===== config.mk =====
export PLATFORM = sky130hd
export DESIGN_NAME = lpr_top
export DESIGN_NICKNAME = d
export VERILOG_FILES = /design/src/lpr_pkg.sv /design/src/lpr_top.sv
export SDC_FILE = /design/constraint.sdc
export NUM_CORES = 1
export LEC_CHECK = 0
export BUFFER_PORTS_ARGS = -buffer_cell sky130_fd_sc_hd__buf_2
export CAP_MARGIN = 20
export CELL_PAD_IN_SITES_DETAIL_PLACEMENT = 1
export CELL_PAD_IN_SITES_GLOBAL_PLACEMENT = 1
export CORE_ASPECT_RATIO = 1.75
export CORE_MARGIN = 2
export CORE_UTILIZATION = 30
export DETAILED_ROUTE_END_ITERATION = 6
export PLACE_DENSITY_LB_ADDON = 0.2
export SYNTH_ARGS = -nofsm -noshare
export SYNTH_HDL_FRONTEND = slang
export SYNTH_SLANG_ARGS = --single-unit

===== constraint.sdc =====
create_clock -name CLK -period 2.9 [get_ports CLK]
set_input_delay 0.29 -clock CLK [delete_from_list [all_inputs] [get_ports CLK]]
set_output_delay 0.29 -clock CLK [all_outputs]
set_load 0.1 [all_outputs]

===== src/lpr_pkg.sv =====
package lpr_pkg;
  // Register indices; byte address on the bus is four times the index
  localparam logic [15:0] IDX_BRK_STATUS = 16'hfe00;
  localparam logic [15:0] IDX_RST_CAUSE = 16'hfe01;
  localparam logic [15:0] IDX_BRK_FLAG_CTRL = 16'hfe03;
  localparam int ADDR_W = 18;
  // Field positions
  localparam int BRK_WAIT_BIT = 1;
  localparam int CLR_EN_BIT = 7;
  localparam int RC_POR_BIT = 7;
  localparam int RC_PIN_BIT = 6;
  localparam int RC_WDOG_BIT = 5;
  localparam int RC_ILL_OP_BIT = 4;
  localparam int RC_ILL_ADDR_BIT = 3;
  localparam int RC_MON_BIT = 2;
  localparam int RC_LOW_VOLT_BIT = 1;
  // Values after reset
  localparam logic [7:0] RC_POR_VAL = 8'h80;
  localparam logic CLR_EN_RST = 1'b0;
  // Stop recovery in crystal clock cycles
  localparam int RECOV_LONG_CYC = 4096;
  localparam int RECOV_SHORT_CYC = 32;
  localparam int CNT_W = 12;
  localparam logic [CNT_W-1:0] RECOV_LONG_LAST = CNT_W'(RECOV_LONG_CYC - 1);
  localparam logic [CNT_W-1:0] RECOV_SHORT_LAST = CNT_W'(RECOV_SHORT_CYC - 1);
  localparam logic [CNT_W-1:0] CNT_TOP = 12'hfff;
  typedef enum logic [1:0] {ST_RUN, ST_WAIT, ST_STOP, ST_RECOVER} lpr_state_t;
endpackage


===== src/lpr_top.sv =====
// Overview of operation
// - Low-power entry clears mask, stops processor clock
// - Wait keeps peripheral clocks, stops processor clocks
// - Wait interrupt wake stacks one cycle later
// - Reset or break ends wait; break sets flag
// - Watchdog keeps running in wait when enabled
// - Stop clears counter and gates all three clocks
// - Interrupt, break end stop after recovery; reset ends it at once
// - Recovery is 4096 cycles, or 32 when short
// - Counter held through stop, then times recovery
// - Registers decoded at FE00, FE01, FE03
// - Break-wait flag cleared by zero write, reset
// - Reading reset-cause register clears all flags except a cause raised in that cycle
// - Power-on sets its flag, clears others
// - Other resets set own flag, keep others
// - Separate flags for each reset source
// - Clear-enable bit gates flag clearing in other modules during break
// - Twelve-bit counter overflow clocks the watchdog
// - Clears in break stick; two-step clears protected
`timescale 1ns/1ps
`default_nettype none
module lpr_top
  import lpr_pkg::*;
(
  input wire logic CLK,
  input wire logic RST_N,
  input wire logic [ADDR_W-1:0] AVS_ADDRESS,
  input wire logic AVS_READ,
  input wire logic AVS_WRITE,
  input wire logic [31:0] AVS_WRITEDATA,
  input wire logic [3:0] AVS_BYTEENABLE,
  output logic [31:0] AVS_READDATA,
  output logic AVS_WAITREQUEST,
  input wire logic WAIT_EXEC,
  input wire logic STOP_EXEC,
  input wire logic MOD_IRQ,
  input wire logic BREAK_IRQ,
  input wire logic BREAK_STATE,
  input wire logic SHORT_RECOVERY,
  input wire logic WATCHDOG_DISABLE,
  input wire logic PIN_RST,
  input wire logic WDOG_RST,
  input wire logic ILLEGAL_OPCODE_RST,
  input wire logic ILLEGAL_ADDRESS_RST,
  input wire logic MONITOR_ENTRY_RST,
  input wire logic LOW_VOLTAGE_RST,
  output logic CPU_CLK_EN,
  output logic BUS_CLK_EN,
  output logic XTAL_CLK_EN,
  output logic IMASK_CLEAR,
  output logic STACK_START,
  output logic WDOG_TICK,
  output logic CLEAR_ALLOWED
);

  function automatic logic hit(input logic [ADDR_W-1:0] a, input logic [15:0] idx);
    hit = (a[1:0] == 2'h0) && (a[ADDR_W-1:2] == idx);
  endfunction

  lpr_state_t state_q, state_d;
  logic [CNT_W-1:0] cnt_q;
  logic rec_short_q;
  logic brk_wait_q;
  logic clr_en_q;
  logic [7:0] rc_q;
  logic [7:0] rc_set;
  logic any_rst;
  logic wake;
  logic rec_done;
  logic ack_q;
  logic req;
  logic wr_acc;
  logic rd_acc;
  logic stack_d;
  logic [7:0] rd_byte;

  assign any_rst = PIN_RST | WDOG_RST | ILLEGAL_OPCODE_RST | ILLEGAL_ADDRESS_RST |
                   MONITOR_ENTRY_RST | LOW_VOLTAGE_RST;
  assign wake = MOD_IRQ | BREAK_IRQ;
  assign rec_done = cnt_q == (rec_short_q ? RECOV_SHORT_LAST : RECOV_LONG_LAST);

  // Mode sequencing; reset sources outrank every wake-up
  always_comb begin
    state_d = state_q;
    stack_d = 1'b0;
    case (state_q)
      ST_RUN: begin
        if (STOP_EXEC) begin
          state_d = ST_STOP;
        end else if (WAIT_EXEC) begin
          state_d = ST_WAIT;
        end
      end
      ST_WAIT: begin
        if (any_rst) begin
          state_d = ST_RUN;
        end else if (wake) begin
          state_d = ST_RUN;
          stack_d = 1'b1;
        end
      end
      ST_STOP: begin
        if (any_rst) begin
          state_d = ST_RUN;
        end else if (wake) begin
          state_d = ST_RECOVER;
        end
      end
      ST_RECOVER: begin
        if (any_rst) begin
          state_d = ST_RUN;
        end else if (rec_done) begin
          state_d = ST_RUN;
          stack_d = 1'b1;
        end
      end
      default: state_d = ST_RUN;
    endcase
  end

  always_ff @(posedge CLK) begin
    if (!RST_N) begin
      state_q <= ST_RUN;
      STACK_START <= 1'b0;
      IMASK_CLEAR <= 1'b0;
    end else begin
      state_q <= state_d;
      STACK_START <= stack_d;
      IMASK_CLEAR <= (state_q == ST_RUN) && (STOP_EXEC || WAIT_EXEC);
    end
  end

  // Clock gates follow the next state so they change with the mode
  always_ff @(posedge CLK) begin
    if (!RST_N) begin
      CPU_CLK_EN <= 1'b1;
      BUS_CLK_EN <= 1'b1;
      XTAL_CLK_EN <= 1'b1;
    end else begin
      CPU_CLK_EN <= state_d == ST_RUN;
      BUS_CLK_EN <= (state_d == ST_RUN) || (state_d == ST_WAIT);
      // Crystal must run during recovery so the oscillator can settle
      XTAL_CLK_EN <= state_d != ST_STOP;
    end
  end

  // Shared counter: watchdog prescaler normally, recovery timer after stop
  always_ff @(posedge CLK) begin
    if (!RST_N) begin
      cnt_q <= '0;
      rec_short_q <= 1'b0;
      WDOG_TICK <= 1'b0;
    end else begin
      if (state_d == ST_STOP) begin
        cnt_q <= '0;
      end else if (state_q == ST_STOP) begin
        cnt_q <= '0;
        rec_short_q <= SHORT_RECOVERY;
      end else begin
        cnt_q <= cnt_q + 1'b1;
      end
      WDOG_TICK <= (state_q == ST_RUN || state_q == ST_WAIT) && cnt_q == CNT_TOP &&
                   !WATCHDOG_DISABLE;
    end
  end

  // Avalon slave: one wait state, then waitrequest drops for one cycle
  assign req = AVS_READ || AVS_WRITE;
  assign wr_acc = AVS_WRITE && ack_q && AVS_BYTEENABLE[0];
  assign rd_acc = AVS_READ && ack_q;

  always_comb begin
    rd_byte = 8'h00;
    if (hit(AVS_ADDRESS, IDX_BRK_STATUS)) begin
      rd_byte[BRK_WAIT_BIT] = brk_wait_q;
    end else if (hit(AVS_ADDRESS, IDX_RST_CAUSE)) begin
      rd_byte = rc_q;
    end else if (hit(AVS_ADDRESS, IDX_BRK_FLAG_CTRL)) begin
      rd_byte[CLR_EN_BIT] = clr_en_q;
    end
  end

  always_ff @(posedge CLK) begin
    if (!RST_N) begin
      ack_q <= 1'b0;
      AVS_WAITREQUEST <= 1'b1;
      AVS_READDATA <= '0;
    end else begin
      ack_q <= req && !ack_q;
      AVS_WAITREQUEST <= !(req && !ack_q);
      if (AVS_READ && !ack_q) begin
        AVS_READDATA <= {24'h000000, rd_byte};
      end
    end
  end

  // Break-wait flag; a new break wins over a software clear
  always_ff @(posedge CLK) begin
    if (!RST_N || any_rst) begin
      brk_wait_q <= 1'b0;
    end else if (state_q == ST_WAIT && BREAK_IRQ) begin
      brk_wait_q <= 1'b1;
    end else if (wr_acc && hit(AVS_ADDRESS, IDX_BRK_STATUS) && !AVS_WRITEDATA[BRK_WAIT_BIT]) begin
      brk_wait_q <= 1'b0;
    end
  end

  // Reset-cause flags accumulate; read clears, but a fresh cause survives it
  always_comb begin
    rc_set = 8'h00;
    rc_set[RC_PIN_BIT] = PIN_RST;
    rc_set[RC_WDOG_BIT] = WDOG_RST;
    rc_set[RC_ILL_OP_BIT] = ILLEGAL_OPCODE_RST;
    rc_set[RC_ILL_ADDR_BIT] = ILLEGAL_ADDRESS_RST;
    rc_set[RC_MON_BIT] = MONITOR_ENTRY_RST;
    rc_set[RC_LOW_VOLT_BIT] = LOW_VOLTAGE_RST;
  end

  always_ff @(posedge CLK) begin
    if (!RST_N) begin
      rc_q <= RC_POR_VAL;
    end else if (rd_acc && hit(AVS_ADDRESS, IDX_RST_CAUSE)) begin
      rc_q <= rc_set;
    end else begin
      rc_q <= rc_q | rc_set;
    end
  end

  // Break flag-clear enable; other modules honour the qualified level
  always_ff @(posedge CLK) begin
    if (!RST_N) begin
      clr_en_q <= CLR_EN_RST;
      CLEAR_ALLOWED <= 1'b1;
    end else begin
      if (wr_acc && hit(AVS_ADDRESS, IDX_BRK_FLAG_CTRL)) begin
        clr_en_q <= AVS_WRITEDATA[CLR_EN_BIT];
      end
      // Two-step clears elsewhere stay armed; only the final step is gated
      CLEAR_ALLOWED <= !BREAK_STATE || clr_en_q;
    end
  end
endmodule
`default_nettype wire


After elaboration in Yosys (flattened, before gate mapping)

Index checks and enable logic that the tools add are counted.

Equality and inequality tests: 11
Add/sub/neg operators: 1
Reductions and logical operators: 35
Bitwise gates (word level): 9
Multiplexer cells: 24

Operators by type and width:

| cell                                                            | number |
|---|---|
| 16-bit == test, second input constant                           | 3 |
| 1-bit logical AND                                               | 16 |
| 2-bit two-way mux                                               | 8 |
| 12-bit by 1-bit adder with 12-bit output, second input constant | 1 |
| 12-bit == test                                                  | 1 |
| 12-bit == test, second input constant                           | 1 |
| 12-bit two-way mux                                              | 1 |
| 1-bit two-way mux                                               | 10 |
| 8-bit two-way mux                                               | 1 |
| 8-bit by 7-bit OR with 8-bit output                             | 1 |
| 2-bit case mux with 4 select lines                              | 1 |
| 7-bit two-way mux                                               | 1 |
| 2-bit == test, second input constant                            | 3 |
| 1-bit logical NOT                                               | 6 |
| 2-bit logical NOT                                               | 3 |
| 1-bit logical OR                                                | 6 |
| 6-bit two-way mux                                               | 1 |
| 1-bit OR                                                        | 6 |
| 2-bit by 1-bit == test with 1-bit output, second input constant | 2 |
| 3-bit OR reduction                                              | 1 |
| 2-bit inequality test, second input constant                    | 1 |
| 1-bit NOT                                                       | 2 |
| 1-bit case mux with 2 select lines                              | 1 |
| 2-bit AND reduction                                             | 1 |
| 2 further kinds                                                 | 2 |

Logic and storage cells: 97
Output and inout bits: 40
Register bits: 42
Input bits: 71

Longest topological paths before layout

Word-level depth: 10
Depth in mapped cells: 7
Gate-level depth less buffers: 6

Worst setup path after synthesis

No wires, ideal clock.

Path type: reg-to-reg
Start: register cnt_q[5]
End: register cnt_q[4]
Slack: 0.852 ns
Buffers on the path: 1
Cell stages (with the launch flop): 7
Required time: 2.785 ns
Clock period less this slack: 2.048 ns
Arrival time: 1.933 ns
Library setup time: 0.115 ns
Path through: dfxtp_1 > or4b_4 > a2111oi_4 > a211oi_2 > o311ai_4 > buf_6 > nor2_1

Longest elaborated chain between the ends: 6

Ends and longest elaborated chain:

| element                             | RTL line       | text |
|---|---|---|
| start: declaration                  | lpr_top.sv:61  | `logic [CNT_W-1:0] cnt_q;` |
| start signal: assignment            | lpr_top.sv:160 | `cnt_q <= cnt_q + 1'b1;` |
| 12-bit == test                      | lpr_top.sv:80  | `assign rec_done = cnt_q == (rec_short_q ? RECOV_SHORT_LAST : RECOV_LONG_LAST);` |
| 2-bit two-way mux                   | lpr_top.sv:112 | `end else if (rec_done) begin` |
| 2-bit two-way mux                   | lpr_top.sv:110 | `if (any_rst) begin` |
| 2-bit case mux with 4 select lines  | lpr_top.sv:86  | `case (state_q)` |
| 2-bit == test                       | lpr_top.sv:154 | `if (state_d == ST_STOP) begin` |
| 3-bit OR reduction (no source line) | n/a            |  |

Every way passes these cells.
A chain may end at the register's enable or synchronous reset.

Final worst setup path

Start: register cnt_q[5]
End: register cnt_q[9]

Longest elaborated chain between the ends: 6
Elaborated cells between the ends (all ways): 7
Classes of those cells: 1 x add/sub; 2 x eq/ne; 3 x mux; 1 x reduce/logical

Ends and longest elaborated chain:

| element                             | RTL line |
|---|---|
| 12-bit == test                      | lpr_top.sv:80 |
| 2-bit two-way mux                   | lpr_top.sv:112 |
| 2-bit two-way mux                   | lpr_top.sv:110 |
| 2-bit case mux with 4 select lines  | lpr_top.sv:86 |
| 2-bit == test                       | lpr_top.sv:154 |
| 3-bit OR reduction (no source line) | n/a |

Several ways; a longest one is shown, not always the timed one.

==> key figures <==
Layout
  – Share of layout cells above drive strength 1: 25.9%
  – Inserted Diodes: 0
  – Final net count: 334
  – Fillers: 777
  – Layout area overhead: 20.0%

Hold path
  – Hold/Removal Path Class: in2reg
  – Hold Path End: WDOG_TICK
  – Hold path start: WATCHDOG_DISABLE
  – Worst hold path depth: 2

Power
  – Clock group share of total power: 35.4%
  – Sequential power share: 43.6%
  – Net Sw Power: 0.455 mW
  – PD cells: 600 mW/mm²
  – Combinational Power Share: 21.0%
  – Lkg Pwr: 0.961 nW
  – Peak VDD IR: 0.000276 V
  – Switching share of power: 34.3%
  – Final Power: 1.32 mW
  – Internal: 0.870 mW

Worst setup path
  – CP Class: reg2reg
  – Critical-path cell list: or4b_4 > a2111oi_4 > a211oi_2 > o311ai_4 > nor2_1
  – Worst stage delay on the critical path: 580 ps
  – Worst R2R Setup Slack: 560 ps
  – Worst r2r dst: cnt_q[9]
  – CP startpoint kind: flop
  – Critical path's slowest cell: o311ai_4
  – Critical Path Sink Type: flop
  – Critical Path RT: 3060 ps
  – Max Fanout on Critical Path: 12
  – Worst endpoint data arrival time: 2500 ps
  – Worst R2R Start: cnt_q[5]
  – R2R cell count: 5

Detailed routing
  – First DRT Iteration DRCs: 39
  – Vias per Instance: 4.60
  – DRC violations left: 0
  – Via total after detailed routing: 1,570
  – Remaining antenna violation count after routing: 0
  – WL final: 4.30 mm
  – 1st-pass router iterations: 4
  – WL/cell: 12.6 µm

GRT
  – Initial antenna violation count: 0
  – Total gr overflow: 0
  – Vias in the first global route: 1,523
  – GRT Total Usage: 13.0%
  – Largest net degree at the start of global routing: 15
  – First-pass GRT wire length: 6.95 mm

CTS
  – CTS tree: built
  – CTS clk-pin slew, worst paths: 80 ps
  – Post-cts resize count: 0
  – CTS HTree Levels: 2
  – Hold buffer count at CTS: 0
  – Clock Sinks: 40
  – Cts bufs inserted: 5
  – CTS Root Cell: clkbuf_8
  – Clock Latency Late Sink: 290 ps
  – Postcts setup bufs: 0
  – Max Root-Sink Buffers: 2

Placed design
  – Dpl hpwl: 3.52 mm
  – Gpl congestion: 0.768
  – Input/output buffers: 52

Synthesis
  – Register area share after synthesis: 43.5%
  – Synth Warn #: 0
  – Syn Area/Cell: 8.93 µm²
  – Mapped Area: 0.00184 mm²
  – Synth top area share: 43.5%
  – Post-synth top area cell: dfxtp_1
  – Syn Inst Count: 206
  – Number of synthesized register bits: 40
  – Top cells by area, synth: dfxtp_1 44%, buf_4 10%, nor2_1 8.0%, xor2_1 3.3%, a21oi_1 2.7%
  – Distinct cells, synth: 42

Floorplan
  – Initial Util: 31.0%
  – Core ar.: 0.00593 mm²
  – Die height: 108 µm
  – Num ports: 111
  – Total Die Area: 0.00680 mm²
  – Std-Cell Rows: 37
  – Die W: 63.2 µm

Timing
  – Unrepaired setup endpoints after global routing: false
  – Minimum period implied by the final worst setup slack: 2340 ps
  – Setup Viol. Count Final: 0
  – Setup TNS: 0 ps
  – Setup Skew: 5.83 ps
  – Final critical-path share of the clock period: 80.5%
  – Slew of the pin with the lowest slew margin: 598 ps
  – Fin. max-slew vios: 0
  – Final hold viol count: 0
  – Slew HR: 60.0%
  – FMAX: 428 MHz
  – Min Hold Slack: 161 ps

Flow run
  – Max-cap violation count: 0

Status
  – Outcome: completed
## cell type report
class	instances	area, µm²	area share, %
multi-input combinational	154	892	40.4
clock buffer	5	68.8	3.12
tap	78	97.6	4.42
clock inverter	3	46.3	2.10
sequential	40	801	36.3
inverter	7	26.3	1.19
timing repair buffer	54	275	12.5
## power groups by stage
| stage | clock network (mW) | registers [mW] | logic [mW] |
|---|---|---|---|
| final | 0.469 | 0.577 | 0.279 |
| after global routing | 0.513 | 0.580 | 0.291 |
| after CTS | 0.486 | 0.577 | 0.280 |
| after detailed placement | 0 | 0.590 | 0.280 |
| after global placement | 0 | 0.590 | 0.279 |
| after floorplan | 0 | 0.630 | 0.216 |
## per-layer routing
metal | GRT usage [%] | routed length [µm]
met4 | 4.66 | 60
met1 | 12.8 | 1540
met2 | 26.0 | 2540
met5 | 0 | 0
met3 | 2.72 | 160
## synth_stat cells, drive strengths merged
master	number
and3	3
or4	2
dfxtp	40
nand4b	2
ha	1
o32ai	1
nand3	10
a41oi	1
xor2	7
a31oi	1
o311ai	1
nor4b	1
inv	6
a41o	1
nor2	39
mux2i	4
or3b	1
a21o	1
nor3	2
a21oi	10
a2111oi	1
or3	2
a22oi	5
o31ai	1
clkinv	1
conb	1
nand2b	3
clkbuf	3
or4b	2
xnor2	3
and2	1
nand2	11
nor4	4
nor3b	1
nand3b	1
o22ai	1
buf	26
nand4	4
a211oi	1
## worst max-delay path, delay by kind of cell (launching register included)
kind / cells / cell delay [ps]
simple gates: 2 / 680
compound gates: 3 / 1140
flops: 1 / 370
## logic make-up (layout without fill, tap and decap cells)
logic type / Yosys count / in the layout / synth area share, %
AO/OA/AOI/OAI: 25 / 25 / 11.4
buffers and inverters: 36 / 69 / 12.9
AND/OR/NAND/NOR: 89 / 89 / 24.4
other: 1 / 25 / 0.204
flip-flops: 40 / 40 / 43.5
multiplexers: 4 / 4 / 2.18
adder cells (fa/ha/maj): 1 / 1 / 0.680
XOR/XNOR: 10 / 10 / 4.76
## state kept, by name, indices dropped and copies added, names as in the netlist
signal / cells
cnt_q: 12
AVS_READDATA: 7
rc_q: 7
state_q: 2
AVS_WAITREQUEST: 1
BUS_CLK_EN: 1
CLEAR_ALLOWED: 1
CPU_CLK_EN: 1
IMASK_CLEAR: 1
STACK_START: 1
WDOG_TICK: 1
XTAL_CLK_EN: 1
ack_q: 1
brk_wait_q: 1
clr_en_q: 1
rec_short_q: 1
## worst max path at each step
stage | startpoint | endpoint | slack, ps
6_report | cnt_q[5] | cnt_q[9] | 560
5_1_grt | cnt_q[5] | cnt_q[9] | 470
4_1_cts | cnt_q[5] | cnt_q[9] | 540
3_5_place_dp | cnt_q[5] | cnt_q[9] | 560
3_3_place_gp | cnt_q[5] | cnt_q[3] | 580
2_1_floorplan | cnt_q[5] | cnt_q[4] | 850
## layout by cell type, fill, tap and decap left out, types with 2 or more instances in the layout
cell       n
clkbuf_8   5
buf_4      2
nor3_1     2
dfxtp_1   40
xnor2_1    3
nand4_1    4
nor2_1    39
nand2_1   11
nand3_1   10
a22oi_1    5
nand4b_1   2
nor4_1     3
or4_1      2
conb_1    25
nand2b_1   3
or3_1      2
inv_1      6
xor2_1     7
buf_2     52
a21oi_1   10
and3_1     3
mux2i_1    4
## stage by stage
stage	instance area (µm²)	util [%]	worst slack, ps	cells
floorplan	1930	-	852	230
global placement	2090	35.3	576	333
detailed placement	2090	35.3	564	333
CTS	2210	37.2	543	341
global route	2210	37.2	466	341
finish	2210	37.2	564	341
(Power assumes the default switching activity.)
